===== src/brake_seq_pkg.sv =====
// Package for the lift brake sequencer: encodings, widths and timing.
// Assumes a 50 MHz system clock and 0.01 s timer ticks.
package brake_seq_pkg;
	localparam int unsigned CLOCK_HZ = 50000000;
	localparam int unsigned TICK_TIME_MS = 10;
	localparam int unsigned TICK_CYCLES = CLOCK_HZ / 1000 * TICK_TIME_MS;
	localparam int unsigned TICK_CNT_W = 19;
	// Wait times are in 0.01 s units; 5.00 s is 500 ticks.
	localparam int unsigned WAIT_W = 9;
	localparam logic [8:0] WAIT_MAX = 9'h1f4;
	localparam logic [8:0] WAIT_RESET = 9'h000;
	// Frequencies in 0.01 Hz units, 0 to 400 Hz.
	localparam int unsigned FREQ_W = 16;
	localparam logic [15:0] FREQ_MAX = 16'h9c40;
	// Current in percent of rated current, 0 to 200.
	localparam int unsigned CUR_W = 8;
	localparam logic [7:0] CUR_MAX = 8'hc8;
	localparam logic [1:0] ENABLE_OFF = 2'h0;
	localparam logic [1:0] ENABLE_ON = 2'h1;
	localparam logic [7:0] FUNC_CONFIRM = 8'h2c;
	localparam logic [7:0] FUNC_ERROR = 8'h14;
	localparam int unsigned NUM_INPUTS = 7;

	typedef enum logic [9:0] {
		ST_IDLE = 10'h001,
		ST_ACCEL_REL = 10'h002,
		ST_REL_WAIT = 10'h004,
		ST_CONF_ON = 10'h008,
		ST_ACC_WAIT = 10'h010,
		ST_RUN = 10'h020,
		ST_DECEL_BRK = 10'h040,
		ST_CONF_OFF = 10'h080,
		ST_STOP_WAIT = 10'h100,
		ST_TRIP = 10'h200
	} seq_state_t;
endpackage


===== src/tick_bus_if.sv =====
// Interface carrying the 0.01 s tick between the tick source and the
// sequencer. Assumes both ends share one clock.
`timescale 1ns/1ps
interface tick_bus_if;
	logic tick;
	modport source (output tick);
	modport sink (input tick);
endinterface // tick_bus_if


===== src/tick_gen.sv =====
// Divider producing a one-cycle pulse every 0.01 s.
// Assumes a clock at the rate given in the package.
`timescale 1ns/1ps
module tick_gen #(
	parameter int unsigned DIVIDE = brake_seq_pkg::TICK_CYCLES
) (
	input wire logic clock,
	input wire logic reset_n,
	input wire logic clock_en,
	input wire logic restart,
	tick_bus_if.source tb
);
	logic [brake_seq_pkg::TICK_CNT_W-1:0] cnt_reg;
	logic [brake_seq_pkg::TICK_CNT_W-1:0] cnt_next;
	localparam logic [brake_seq_pkg::TICK_CNT_W-1:0] LAST =
		brake_seq_pkg::TICK_CNT_W'(DIVIDE - 1);

	// Restart aligns the tick grid with the start of each phase.
	always_comb begin
		if (restart || cnt_reg == LAST) begin
			cnt_next = '0;
		end else begin
			cnt_next = cnt_reg + 1'b1;
		end
	end

	assign tb.tick = (cnt_reg == LAST) && !restart;

	always_ff @(posedge clock or negedge reset_n) begin
		if (!reset_n) begin
			cnt_reg <= '0;
		end else if (clock_en) begin
			cnt_reg <= cnt_next;
		end
	end
endmodule // tick_gen


===== src/lift_brake_sequencer.sv =====
// Brake sequencer for a lift drive: steers the frequency target, the
// brake release and error outputs from run, current and confirmation.
// Assumes frequency and current feedback on the same clock as the block.
// Summary of operation
// - Sequence only when enable setting is 01
// - On run, accelerate only to release frequency
// - Wait release time, then assert brake release
// - Current below threshold at release: trip, error
// - With confirm input, hold and await confirm
// - Without confirm input, skip confirmation wait
// - Wait acceleration time, then go to command
// - Run removed: decelerate to braking frequency, release off
// - With confirm, await confirm off or trip
// - Then wait stopping time, decelerate to zero
// - Confirm on inputs 1 to 7, error code 20
// - Four wait timers, zero to five seconds
`timescale 1ns/1ps
module lift_brake_sequencer #(
	parameter int unsigned TICK_DIVIDE = brake_seq_pkg::TICK_CYCLES
) (
	input wire logic clock,
	input wire logic reset_n,
	input wire logic clock_en,
	input wire logic [1:0] brake_enable,
	input wire logic [8:0] release_wait,
	input wire logic [8:0] accel_wait,
	input wire logic [8:0] stop_wait,
	input wire logic [8:0] confirm_wait,
	input wire logic [15:0] release_freq,
	input wire logic [15:0] braking_freq,
	input wire logic [7:0] release_current,
	input wire logic [7:0] input_func [7],
	input wire logic [6:0] input_pins,
	input wire logic run_cmd,
	input wire logic [15:0] command_freq,
	input wire logic [15:0] output_freq,
	input wire logic [7:0] output_current,
	input wire logic fault_clear,
	output logic [15:0] target_freq,
	output logic drive_on,
	output logic brake_release_out,
	output logic brake_error_out,
	output logic trip,
	output logic [9:0] seq_state
);
	tick_bus_if tbus ();
	logic [6:0] pin_meta_reg;
	logic [6:0] pin_sync_reg;
	logic confirm_assigned;
	logic brake_confirm_in;
	logic enabled;
	logic [8:0] rel_w;
	logic [8:0] acc_w;
	logic [8:0] stp_w;
	logic [8:0] cnf_w;
	logic [15:0] rel_f;
	logic [15:0] brk_f;
	brake_seq_pkg::seq_state_t state_reg;
	brake_seq_pkg::seq_state_t state_next;
	logic [8:0] wait_reg;
	logic [8:0] wait_next;
	logic restart;
	logic [15:0] target_next;
	logic release_next;
	logic error_next;

	// Wait and frequency settings beyond their range are clamped rather than rejected.
	assign rel_w = release_wait > brake_seq_pkg::WAIT_MAX ?
		brake_seq_pkg::WAIT_MAX : release_wait;
	assign acc_w = accel_wait > brake_seq_pkg::WAIT_MAX ?
		brake_seq_pkg::WAIT_MAX : accel_wait;
	assign stp_w = stop_wait > brake_seq_pkg::WAIT_MAX ?
		brake_seq_pkg::WAIT_MAX : stop_wait;
	assign cnf_w = confirm_wait > brake_seq_pkg::WAIT_MAX ?
		brake_seq_pkg::WAIT_MAX : confirm_wait;
	assign rel_f = release_freq > brake_seq_pkg::FREQ_MAX ?
		brake_seq_pkg::FREQ_MAX : release_freq;
	assign brk_f = braking_freq > brake_seq_pkg::FREQ_MAX ?
		brake_seq_pkg::FREQ_MAX : braking_freq;
	assign enabled = brake_enable == brake_seq_pkg::ENABLE_ON;

	// Pins are asynchronous; two flops before any logic sees them.
	always_ff @(posedge clock or negedge reset_n) begin
		if (!reset_n) begin
			pin_meta_reg <= '0;
			pin_sync_reg <= '0;
		end else if (clock_en) begin
			pin_meta_reg <= input_pins;
			pin_sync_reg <= pin_meta_reg;
		end
	end

	// The confirm contact is whichever input carries function 44; if
	// several do, any of them counts.
	always_comb begin
		confirm_assigned = 1'b0;
		brake_confirm_in = 1'b0;
		for (int i = 0; i < brake_seq_pkg::NUM_INPUTS; i++) begin
			if (input_func[i] == brake_seq_pkg::FUNC_CONFIRM) begin
				confirm_assigned = 1'b1;
				brake_confirm_in = brake_confirm_in | pin_sync_reg[i];
			end
		end
	end

	tick_gen #(
		.DIVIDE(TICK_DIVIDE)
	) u_tick (
		.clock(clock),
		.reset_n(reset_n),
		.clock_en(clock_en),
		.restart(restart),
		.tb(tbus.source)
	);

	always_comb begin
		state_next = state_reg;
		wait_next = wait_reg;
		restart = 1'b0;
		target_next = target_freq;
		release_next = brake_release_out;
		error_next = brake_error_out;
		if (tbus.tick && wait_reg != '1) begin
			wait_next = wait_reg + 1'b1;
		end
		unique case (state_reg)
			brake_seq_pkg::ST_IDLE: begin
				target_next = '0;
				release_next = 1'b0;
				if (run_cmd) begin
					if (enabled) begin
						state_next = brake_seq_pkg::ST_ACCEL_REL;
						target_next = rel_f;
					end else begin
						state_next = brake_seq_pkg::ST_RUN;
						target_next = command_freq;
					end
				end
			end
			brake_seq_pkg::ST_ACCEL_REL: begin
				target_next = rel_f;
				if (!run_cmd) begin
					// An aborted start zeroes the target with the state, so
					// idle never carries a stale frequency.
					state_next = brake_seq_pkg::ST_IDLE;
					target_next = '0;
				end else if (output_freq >= rel_f) begin
					state_next = brake_seq_pkg::ST_REL_WAIT;
				end
			end
			brake_seq_pkg::ST_REL_WAIT: begin
				if (wait_reg >= rel_w) begin
					if (output_current < release_current) begin
						state_next = brake_seq_pkg::ST_TRIP;
						error_next = 1'b1;
					end else begin
						release_next = 1'b1;
						state_next = confirm_assigned ?
							brake_seq_pkg::ST_CONF_ON :
							brake_seq_pkg::ST_ACC_WAIT;
					end
				end
			end
			brake_seq_pkg::ST_CONF_ON: begin
				if (brake_confirm_in) begin
					state_next = brake_seq_pkg::ST_ACC_WAIT;
				end else if (wait_reg >= cnf_w) begin
					state_next = brake_seq_pkg::ST_TRIP;
					error_next = 1'b1;
				end
			end
			brake_seq_pkg::ST_ACC_WAIT: begin
				if (wait_reg >= acc_w) begin
					state_next = brake_seq_pkg::ST_RUN;
					target_next = command_freq;
				end
			end
			brake_seq_pkg::ST_RUN: begin
				target_next = command_freq;
				if (!run_cmd) begin
					state_next = enabled ? brake_seq_pkg::ST_DECEL_BRK :
						brake_seq_pkg::ST_IDLE;
					target_next = enabled ? brk_f : '0;
				end
			end
			brake_seq_pkg::ST_DECEL_BRK: begin
				target_next = brk_f;
				if (output_freq <= brk_f) begin
					release_next = 1'b0;
					state_next = confirm_assigned ?
						brake_seq_pkg::ST_CONF_OFF :
						brake_seq_pkg::ST_STOP_WAIT;
				end
			end
			brake_seq_pkg::ST_CONF_OFF: begin
				if (!brake_confirm_in) begin
					state_next = brake_seq_pkg::ST_STOP_WAIT;
				end else if (wait_reg >= cnf_w) begin
					state_next = brake_seq_pkg::ST_TRIP;
					error_next = 1'b1;
				end
			end
			brake_seq_pkg::ST_STOP_WAIT: begin
				if (wait_reg >= stp_w) begin
					state_next = brake_seq_pkg::ST_IDLE;
					target_next = '0;
				end
			end
			brake_seq_pkg::ST_TRIP: begin
				// A trip drops the brake and the drive until cleared with
				// run removed, so the car cannot restart unattended.
				target_next = '0;
				release_next = 1'b0;
				if (fault_clear && !run_cmd) begin
					state_next = brake_seq_pkg::ST_IDLE;
					error_next = 1'b0;
				end
			end
			default: begin
				state_next = brake_seq_pkg::ST_TRIP;
				error_next = 1'b1;
			end
		endcase
		if (state_next != state_reg) begin
			wait_next = brake_seq_pkg::WAIT_RESET;
			restart = 1'b1;
		end
	end

	always_ff @(posedge clock or negedge reset_n) begin
		if (!reset_n) begin
			state_reg <= brake_seq_pkg::ST_IDLE;
			wait_reg <= brake_seq_pkg::WAIT_RESET;
			target_freq <= '0;
			brake_release_out <= 1'b0;
			brake_error_out <= 1'b0;
		end else if (clock_en) begin
			state_reg <= state_next;
			wait_reg <= wait_next;
			target_freq <= target_next;
			brake_release_out <= release_next;
			brake_error_out <= error_next;
		end
	end

	assign drive_on = state_reg != brake_seq_pkg::ST_IDLE &&
		state_reg != brake_seq_pkg::ST_TRIP;
	assign trip = brake_error_out;
	assign seq_state = state_reg;
endmodule // lift_brake_sequencer


===== src/brake_model.sv =====
// Model of the external brake and its release confirmation contact.
// Assumes the bench drives the stuck control off the falling edge.
`timescale 1ns/1ps
module brake_model (
	input wire logic clock,
	input wire logic release_in,
	input wire logic stuck,
	input wire logic [3:0] delay,
	output logic confirm
);
	logic [3:0] cnt = 4'h0;
	initial confirm = 1'b0;
	// A stuck brake freezes its contact so the confirmation timeouts trip.
	always @(negedge clock) begin
		if (stuck || release_in == confirm)
			cnt <= 4'h0;
		else if (cnt >= delay)
			confirm <= release_in;
		else
			cnt <= cnt + 4'h1;
	end
endmodule // brake_model


===== src/tb.sv =====
// Self-checking bench for the lift brake sequencer with a brake model.
// Assumes a shortened tick divider of ten clock cycles.
`timescale 1ns/1ps
module tb;
	logic clock = 1'b0, reset_n = 1'b0, clock_en = 1'b1;
	logic run_cmd = 1'b0, fault_clear = 1'b0, stuck = 1'b0;
	logic [1:0] brake_enable = 2'h0;
	logic [8:0] release_wait = 9'h000, accel_wait = 9'h000;
	logic [8:0] stop_wait = 9'h000, confirm_wait = 9'h000;
	logic [15:0] release_freq = 16'h0000, braking_freq = 16'h0000;
	logic [15:0] command_freq = 16'h0000, output_freq = 16'h0000;
	logic [7:0] release_current = 8'h50, output_current = 8'h00;
	logic [7:0] input_func [7];
	logic [6:0] input_pins, noise = 7'h00;
	logic [3:0] dly = 4'h0;
	logic confirm, rel_seen, drive_on, brake_release_out;
	logic brake_error_out, trip;
	logic [15:0] target_freq;
	logic [9:0] seq_state;
	int cslot = 7, n_fail = 0, checks = 0;
	int cs [7][4] = '{'{0, 3, 0, 0}, '{1, 7, 0, 0}, '{1, 2, 0, 0},
		'{1, 7, 0, 1}, '{1, 4, 1, 0}, '{1, 6, 2, 0}, '{0, 0, 1, 1}};

	lift_brake_sequencer #(.TICK_DIVIDE(10)) dut (.*);
	brake_model brake (.clock(clock), .release_in(brake_release_out),
		.stuck(stuck), .delay(dly), .confirm(confirm));

	assign input_pins = (noise & ~(7'h01 << cslot)) | (7'(confirm) << cslot);
	initial forever #10 clock = ~clock;
	always @(negedge clock) begin
		noise <= 7'($urandom);
		clock_en <= ($urandom % 8) != 0;
		output_freq <= target_freq;
	end

	task automatic check(logic [15:0] got, logic [15:0] exp);
		checks++;
		if (got !== exp) begin
			n_fail++;
			$display("[FAIL] %0t got %h expected %h", $time, got, exp);
		end
	endtask

	task automatic wait_for(logic [9:0] st);
		int n;
		n = 0;
		// A trip ends the wait only once the release output has dropped.
		while (seq_state !== st && n < 3000 &&
			!(seq_state[9] === 1'b1 && brake_release_out === 1'b0)) begin
			@(negedge clock);
			rel_seen |= brake_release_out;
			n++;
		end
		check(16'(n < 3000), 16'h0001);
	endtask

	// Slot 7 leaves every terminal without the confirmation function.
	task automatic go(int en, int slot, int st, int low);
		@(negedge clock);
		brake_enable = 2'(en);
		cslot = slot;
		dly = 4'($urandom % 12);
		foreach (input_func[i])
			input_func[i] = i == slot ? 8'h2c : 8'($urandom % 44);
		release_wait = 9'($urandom % 4);
		accel_wait = 9'($urandom % 4);
		stop_wait = 9'($urandom % 4);
		confirm_wait = 9'h002 + 9'($urandom % 3);
		release_freq = 16'($urandom_range(8000, 100));
		braking_freq = 16'($urandom_range(8000, 100));
		command_freq = 16'($urandom_range(40000, 9000));
		output_current = low ? 8'h4f : 8'($urandom_range(200, 80));
		stuck = st == 1;
		rel_seen = 1'b0;
		run_cmd = 1'b1;
		wait_for(10'h020);
		check(16'(rel_seen), 16'(en == 1 && !low));
		check(16'(brake_error_out),
			16'(en == 1 && (low || slot < 7 && st == 1)));
		if (!brake_error_out) begin
			check(target_freq, command_freq);
			check(16'(drive_on), 16'h0001);
		end
		stuck = st == 2;
		run_cmd = 1'b0;
		wait_for(10'h001);
		check(16'(brake_error_out),
			16'(en == 1 && (low || slot < 7 && st != 0)));
		check(16'(brake_release_out), 16'h0000);
		stuck = 1'b0;
		fault_clear = 1'b1;
		repeat (16) @(negedge clock);
		fault_clear = 1'b0;
		check(16'(seq_state), 16'h0001);
		check(16'(drive_on), 16'h0000);
	endtask

	task automatic complete_run();
		$display("checks %0d n_fail %0d", checks, n_fail);
		if (n_fail == 0 && checks > 0)
			$display("NO MISMATCHES");
		else
			$display("MISMATCHES SEEN");
		$finish;
	endtask

	initial begin
		foreach (input_func[i])
			input_func[i] = 8'h00;
		void'($urandom(17));
		repeat (10) @(posedge clock);
		@(negedge clock);
		reset_n = 1'b1;
		foreach (cs[i])
			go(cs[i][0], cs[i][1], cs[i][2], cs[i][3]);
		repeat (12)
			go($urandom % 2, $urandom % 8, $urandom % 3, $urandom % 4 == 0);
		complete_run();
	end

	// The tests need well under a tenth of this span.
	initial begin
		#1000000;
		n_fail++;
		complete_run();
	end
endmodule // tb

===== config.mk =====
export PLATFORM = sky130hd
export DESIGN_NAME = lift_brake_sequencer
export DESIGN_NICKNAME = d
export VERILOG_FILES = /design/src/brake_seq_pkg.sv /design/src/tick_bus_if.sv /design/src/tick_gen.sv /design/src/lift_brake_sequencer.sv /design/src/brake_model.sv /design/src/tb.sv
export SDC_FILE = /design/constraint.sdc
export NUM_CORES = 1
export LEC_CHECK = 0
export BUFFER_PORTS_ARGS = -buffer_cell sky130_fd_sc_hd__buf_4
export CAP_MARGIN = 40
export CORE_ASPECT_RATIO = 1.4
export CORE_MARGIN = 2
export CORE_UTILIZATION = 55
export DETAILED_ROUTE_END_ITERATION = 7
export PLACE_DENSITY_LB_ADDON = 0.2
export SYNTH_ARGS = -nofsm -noshare
export SYNTH_HDL_FRONTEND = slang
export SYNTH_HIERARCHICAL = 1
export SYNTH_SLANG_ARGS = --single-unit

===== constraint.sdc =====
create_clock -name clock -period 9.55 [get_ports clock]
set_input_delay 0.4775 -clock clock [delete_from_list [all_inputs] [get_ports clock]]
set_output_delay 0.4775 -clock clock [all_outputs]
set_load 0.05 [all_outputs]

Word level (Yosys, flattened, before mapping):

Cells that the tools add are included.

* input port bits: 186
* bits in registers: 70
* output and inout bits: 30

* reduce and logical (&&, ||, !) cells: 16
* bitwise gates (word level): 7
* magnitude comparators: 13
* equal/unequal tests: 32
* add/subtract/negate cells: 2
* multiplexer cells: 61

Operators with widths (count)
* 2-to-1 mux 16 bit: 9
* 2-to-1 mux 10 bit: 13
* one-hot mux 16 bit (7 select lines): 1
* one-hot mux 10 bit (10 select lines): 1
* 2-to-1 mux 9 bit: 7
* == test 8 x 6 -> 1 bit, second input constant: 7
* >= comparator 9 bit: 4
* greater-than comparator 9 bit, second input constant: 4
* greater-than comparator 16 bit, second input constant: 2
* 2-to-1 mux 1 bit: 24
* adder 19 x 1 -> 19 bit, second input constant: 1
* == test 19 bit, second input constant: 1
* 2-to-1 mux 19 bit: 1
* inequality test 2 bit, second input constant: 9
* >= comparator 16 bit: 1
* less-or-equal comparator 16 bit: 1
* == test 10 x 1 -> 1 bit, second input constant: 1
* == test 10 bit, second input constant: 1
* == test 10 x 2 -> 1 bit, second input constant: 1
* == test 10 x 3 -> 1 bit, second input constant: 1
* == test 10 x 4 -> 1 bit, second input constant: 1
* == test 10 x 5 -> 1 bit, second input constant: 1
* == test 10 x 6 -> 1 bit, second input constant: 1
* == test 10 x 7 -> 1 bit, second input constant: 1
* other kinds (28): 37

Logic depth before layout (Yosys ltp):

* depth after elaboration: 23
* mapped depth: 21
* gate-level depth less buffers: 21

Cells and area by module:

Netlist, hierarchy kept.

Modules (own cells, without submodules)
* lift_brake_sequencer: seq. area each 1277.5 um^2, times used 1, cells each 682, area an instance 5452.7 um^2
* tick_gen: seq. area each 475.5 um^2, times used 1, cells each 118, area an instance 1097.3 um^2

Least setup slack after synthesis:

No wires, ideal clock.

* path type: input to register
* start: input port braking_freq[0]
* end: register wait_reg[5]
* data arrival time: 4610 ps
* buffers on the path: 0
* setup slack: 4816 ps
* cell stages on the path: 21
* cell sequence: or4_1 -> o31ai_1 -> a21oi_1 -> o31ai_1 -> nand2_1 -> ha_1 -> nand4_1 -> nor4_1 -> a21boi_0 -> o31a_1 -> a21o_1 -> nand3_1 -> nor3_2 -> inv_1 -> nor2_1 -> nand2b_1 -> nor2_1 -> nand4_1 -> nor2_1 -> xnor2_1 -> nor2_1

* word-level cells in the longest chain between the ends: 12
* elaborated cells on any way between the ends: 13
* those cells by class: order compare (2); eq/ne (1); mux (5); reduce/logical (5)

RTL lines
* start, declared: line lift_brake_sequencer.sv:30 `input wire logic [15:0] braking_freq,`
* greater-than comparator 16 bit: line lift_brake_sequencer.sv:78 `assign brk_f = braking_freq > brake_seq_pkg::FREQ_MAX ?`
* 2-to-1 mux 16 bit *: line lift_brake_sequencer.sv:78
* less-or-equal comparator 16 bit *: line lift_brake_sequencer.sv:188 `if (output_freq <= brk_f) begin`
* 2-to-1 mux 10 bit *: line lift_brake_sequencer.sv:188
* one-hot mux 10 bit (10 select lines) *: line lift_brake_sequencer.sv:126 `unique case (state_reg)`
* inequality test 10 bit *: line lift_brake_sequencer.sv:224 `if (state_next != state_reg) begin`
* 2-to-1 mux 1 bit *: line lift_brake_sequencer.sv:224
* via restart: line lift_brake_sequencer.sv:62 `logic restart;`
* zero test 1 bit *: line tick_gen.sv:27 `assign tb.tick = (cnt_reg == LAST) && !restart;`
* logical AND 1 bit *: line tick_gen.sv:27
* via tbus.tick: line tick_bus_if.sv:5 `logic tick;`
* logical AND 1 bit *: line lift_brake_sequencer.sv:123 `if (tbus.tick && wait_reg != '1) begin`
* nonzero test 2 bit (no source line) *
* AND reduction 2 bit (no source line) *
* end signal, assigned: line lift_brake_sequencer.sv:233 `wait_reg <= brake_seq_pkg::WAIT_RESET;`
* end signal, assigned: line lift_brake_sequencer.sv:239 `wait_reg <= wait_next;`
* end, declared: line lift_brake_sequencer.sv:60 `logic [8:0] wait_reg;`

Mark *: on every way through the listed nets, which the timed path passes. The rest lies on a longest branch.
A chain may end at the register's enable or synchronous reset.

Final worst setup path:

* start: input port release_freq[0]
* end: register wait_reg[7]

* word-level cells in the longest chain between the ends: 13
* elaborated cells on any way between the ends: 14
* those cells by class: order compare (2); eq/ne (1); mux (6); reduce/logical (5)

RTL lines
* start, declared: line lift_brake_sequencer.sv:29 `input wire logic [15:0] release_freq,`
* greater-than comparator 16 bit: line lift_brake_sequencer.sv:76 `assign rel_f = release_freq > brake_seq_pkg::FREQ_MAX ?`
* 2-to-1 mux 16 bit *: line lift_brake_sequencer.sv:76
* >= comparator 16 bit *: line lift_brake_sequencer.sv:147 `end else if (output_freq >= rel_f) begin`
* 2-to-1 mux 10 bit *: line lift_brake_sequencer.sv:147
* 2-to-1 mux 10 bit *: line lift_brake_sequencer.sv:142 `if (!run_cmd) begin`
* one-hot mux 10 bit (10 select lines) *: line lift_brake_sequencer.sv:126
* inequality test 10 bit *: line lift_brake_sequencer.sv:224
* 2-to-1 mux 1 bit *: line lift_brake_sequencer.sv:224
* via restart: line lift_brake_sequencer.sv:62
* zero test 1 bit *: line tick_gen.sv:27
* logical AND 1 bit *: line tick_gen.sv:27
* via tbus.tick: line tick_bus_if.sv:5
* logical AND 1 bit *: line lift_brake_sequencer.sv:123
* nonzero test 2 bit (no source line) *
* AND reduction 2 bit (no source line) *

Marks and branches as above.

==> results.yml <==
detailed_routing:
  via_count: 7091
  dr.pass1.iters: 6
  drt_iter0_drc: 631
  wl_um: 20100
  antenna_left: 0
  post_drt_wl_per_cell_um: 17.3
  drc_errors: 0
  via_per_inst: 6.12
synthesis:
  netlist_area_um2: 6550
  synth-adder-area-share_pct: 14.9
  synth_top_family_by_area: "simple AND/OR/NAND/NOR gates"
  synthMuxAreaShare_pct: 2.37
  yosys.area_share.simple_pct: 27.5
  yosysSeqAreaShare_pct: 26.8
  ys.flop_type: "dfrtp_1"
  synth_compound_area_share_pct: 20.5
  synth_xor_area_share_pct: 2.54
  synth_most_common_cell: "nand2_1"
  synth-edff-count: 0
  synth_fp_nets: 1064
  avgSynthCellArea_um2: 8.19
  ys_ff_latch: 70
  synthTopCellsByArea: "dfrtp_1 26%, ha_1 15%, nand2_1 5.8%, a21oi_1 4.0%, nor2_1 3.9%"
  async_flop_share_pct: 100
  synth_top_area_cell: "dfrtp_1"
  yosysWarnings: 6
  synth_commonest_cells: "101 x nand2_1, 78 x ha_1, 69 x dfrtp_1"
  synth.distinct_cells: 78
  syn_inst: 800
  synth_top_area_share_pct: 26.4
timing:
  fin_tns_setup_ns: 0
  worstMarginPinSlew_ns: 0.821
  fmax_mhz: 197
  finalHoldViolations: 0
  fin_ws_ns: 4.47
  relSlewSlack_pct: 45.1
  post-route-min-period_ns: 5.08
  finClkSkew_ns: 0.00614
  fin_crit_sh_pct: 53.1
  setup_viol: 0
  rsz0062_at_grt: "no"
  finalMaxSlewViolations: 0
global_routing:
  grt_pass1_wl_um: 32300
  grt_usage_pct: 32.0
  use_met1_pct: 37.2
  grt_pass1_vias: 6858
  use_met2_pct: 52.9
  grt_antenna_before_repair: 0
  met3_usage_pct: 7.47
  grt_max_degree: 48
  grt-ovfl-total: 0
  busiest_layer: "met2"
place:
  placed_cell_area_um2: 8250
  hpwl_um: 16100
  port_buffers: 215
  place_congestion: 0.998
  post-place-ws_ns: 4.23
cells_and_area:
  final_layout_size_suffix_gt1_share_pct: 26.5
  largest_register_ffs: 19
  multi_input_area_um2: 4440
  syn_to_final_growth_pct: 30.4
  fin_nets: 1270
  fin_area_um2: 8540
  fillCellCount: 975
  regArea_um2: 1750
worst_setup_path:
  critPathMaxFanout: 9
  critPathMostFrequentCell: "nor2_1"
  critPathLaunchType: "primary input"
  rrSetupSlack_ns: 5.29
  cpPeakStageDelay_ns: 0.55
  cp_num_buf_inv: 2
  end_kind: "flop"
  path_cells: "buf_4, or4_1, o31ai_1, a21oi_1, o31ai_4, nand2_1, ha_1, a211oi_1, o21ai_0, a221oi_1, o21ai_0, a21oi_1, nand3_1, nor3_2, inv_1, nor2_1, nand2b_1, nor2_1, nand4_1, nor2_1, xnor2_1, nor2_1"
  critical_path_class: "in -> reg"
  arrival_ns: 5.29
  cp_top_family: "simple AND/OR/NAND/NOR gates"
  slowest_stage: "or4_1"
  required_ns: 9.77
power:
  p_int_mw: 0.755
  power_frac_seq_pct: 29.9
  pwr-share-clk_pct: 25.7
  p_switching_mw: 0.544
  vdd_drop_max_uv: 189
  powerDensity_nw_per_um2: 152
  p_leak_nw: 4.13
  netSwitchingFraction_pct: 41.9
  p_comb_share_pct: 44.3
clock_network:
  cts_setup_buffers: 0
  cts.sink_count: 70
  ctsHoldBuffers: 0
  worstSkewPairLatency_ns: 0.34
  cts_tree: "yes"
  cts_buffer_depth: 2
  clk_pin_slew_ns: 0.06
  clockRootBuffer: "clkbuf_16"
  ctsHtreeMaxLevel: 3
  cts-buffers-inserted: 9
  cts-resized-gates: 0
floorplanning:
  coreArea_um2: 11700
  rows: 47
  dieArea_um2: 12800
  die_x_um: 96.2
  initial_core_util_pct: 56.0
  die_y_um: 133
  top_level_ports: 216
flow_run:
  cap_violations: 0
status:
  status: "completed"
hold_path:
  hold_class: "in -> async"
==> power by group through the flow <==
stage / sequential [mW] / combinational [mW] / clock [mW]
2_1_floorplan: 0.515 / 0.247 / 0
3_3_place_gp: 0.392 / 0.559 / 0
3_5_place_dp: 0.393 / 0.571 / 0
4_1_cts: 0.388 / 0.573 / 0.337
5_1_grt: 0.396 / 0.621 / 0.350
6_report: 0.389 / 0.576 / 0.334
==> cell type report <==
class	count	area share, %
multi-input combinational	652	52.0
antenna	1	0.0293
tap	147	2.15
clock inverter	5	0.688
clock buffer	11	2.72
timing repair buffer	219	19.5
inverter	54	2.37
sequential	70	20.5
==> stage by stage <==
stage	total power, mW	hold WS [ns]	cells	util, %
final	1.30	0.0418	1159	73.0
after global routing	1.37	0.0620	1158	73.0
after CTS	1.30	0.0470	1158	73.0
after detailed placement	0.964	0.404	1142	70.5
after global placement	0.951	0.465	1138	70.1
after floorplan	0.762	0.182	800	-
==> placed cells by master, fill, tap and decap left out, types with 8 or more instances in the layout <==
| cell | n |
|---|---|
| mux2_2 | 12 |
| xor2_1 | 8 |
| buf_4 | 216 |
| nand2_1 | 101 |
| o21ai_0 | 40 |
| ha_1 | 78 |
| nand2b_1 | 8 |
| dfrtp_1 | 69 |
| nor2_1 | 68 |
| o22ai_1 | 12 |
| a21oi_1 | 52 |
| nor2b_1 | 13 |
| a222oi_1 | 10 |
| nand3_1 | 37 |
| nor4b_1 | 10 |
| nand4_1 | 30 |
| clkbuf_16 | 9 |
| inv_1 | 54 |
| xnor2_1 | 11 |
| nor3_1 | 22 |
| a211oi_1 | 9 |
==> cell families (layout without fill, tap and decap cells) <==
kind of cell | Yosys count | after routing
and+or+nand+nor | 343 | 343
xor gates and xnor gates | 19 | 19
buffers and inverters | 78 | 289
adders and majority gates | 78 | 78
DFF | 70 | 70
other | 0 | 1
muxes | 14 | 14
AOI/OAI and AO/OA | 198 | 198
==> metal layers <==
metal / vias to the layer above / wire (um)
met4: 0 / 1140
met3: 92 / 1610
li1: 3398 / -
met2: 372 / 9900
met5: - / 0
met1: 3229 / 7450
==> path summary, 6_finish.rpt <==
kind,startpoint,end,cells past startpoint
min in group clock,input_pins[5],pin_meta_reg[5],2
max in group asynchronous,reset_n,seq_state[0],2
setup / recovery,release_freq[0],wait_reg[7],22
hold / removal,reset_n,u_tick/cnt_reg[10],1
setup reg to reg,seq_state[9],wait_reg[7],15
hold reg to reg,target_freq[8],target_freq[8],2
Power figures use the tool's default switching activity.
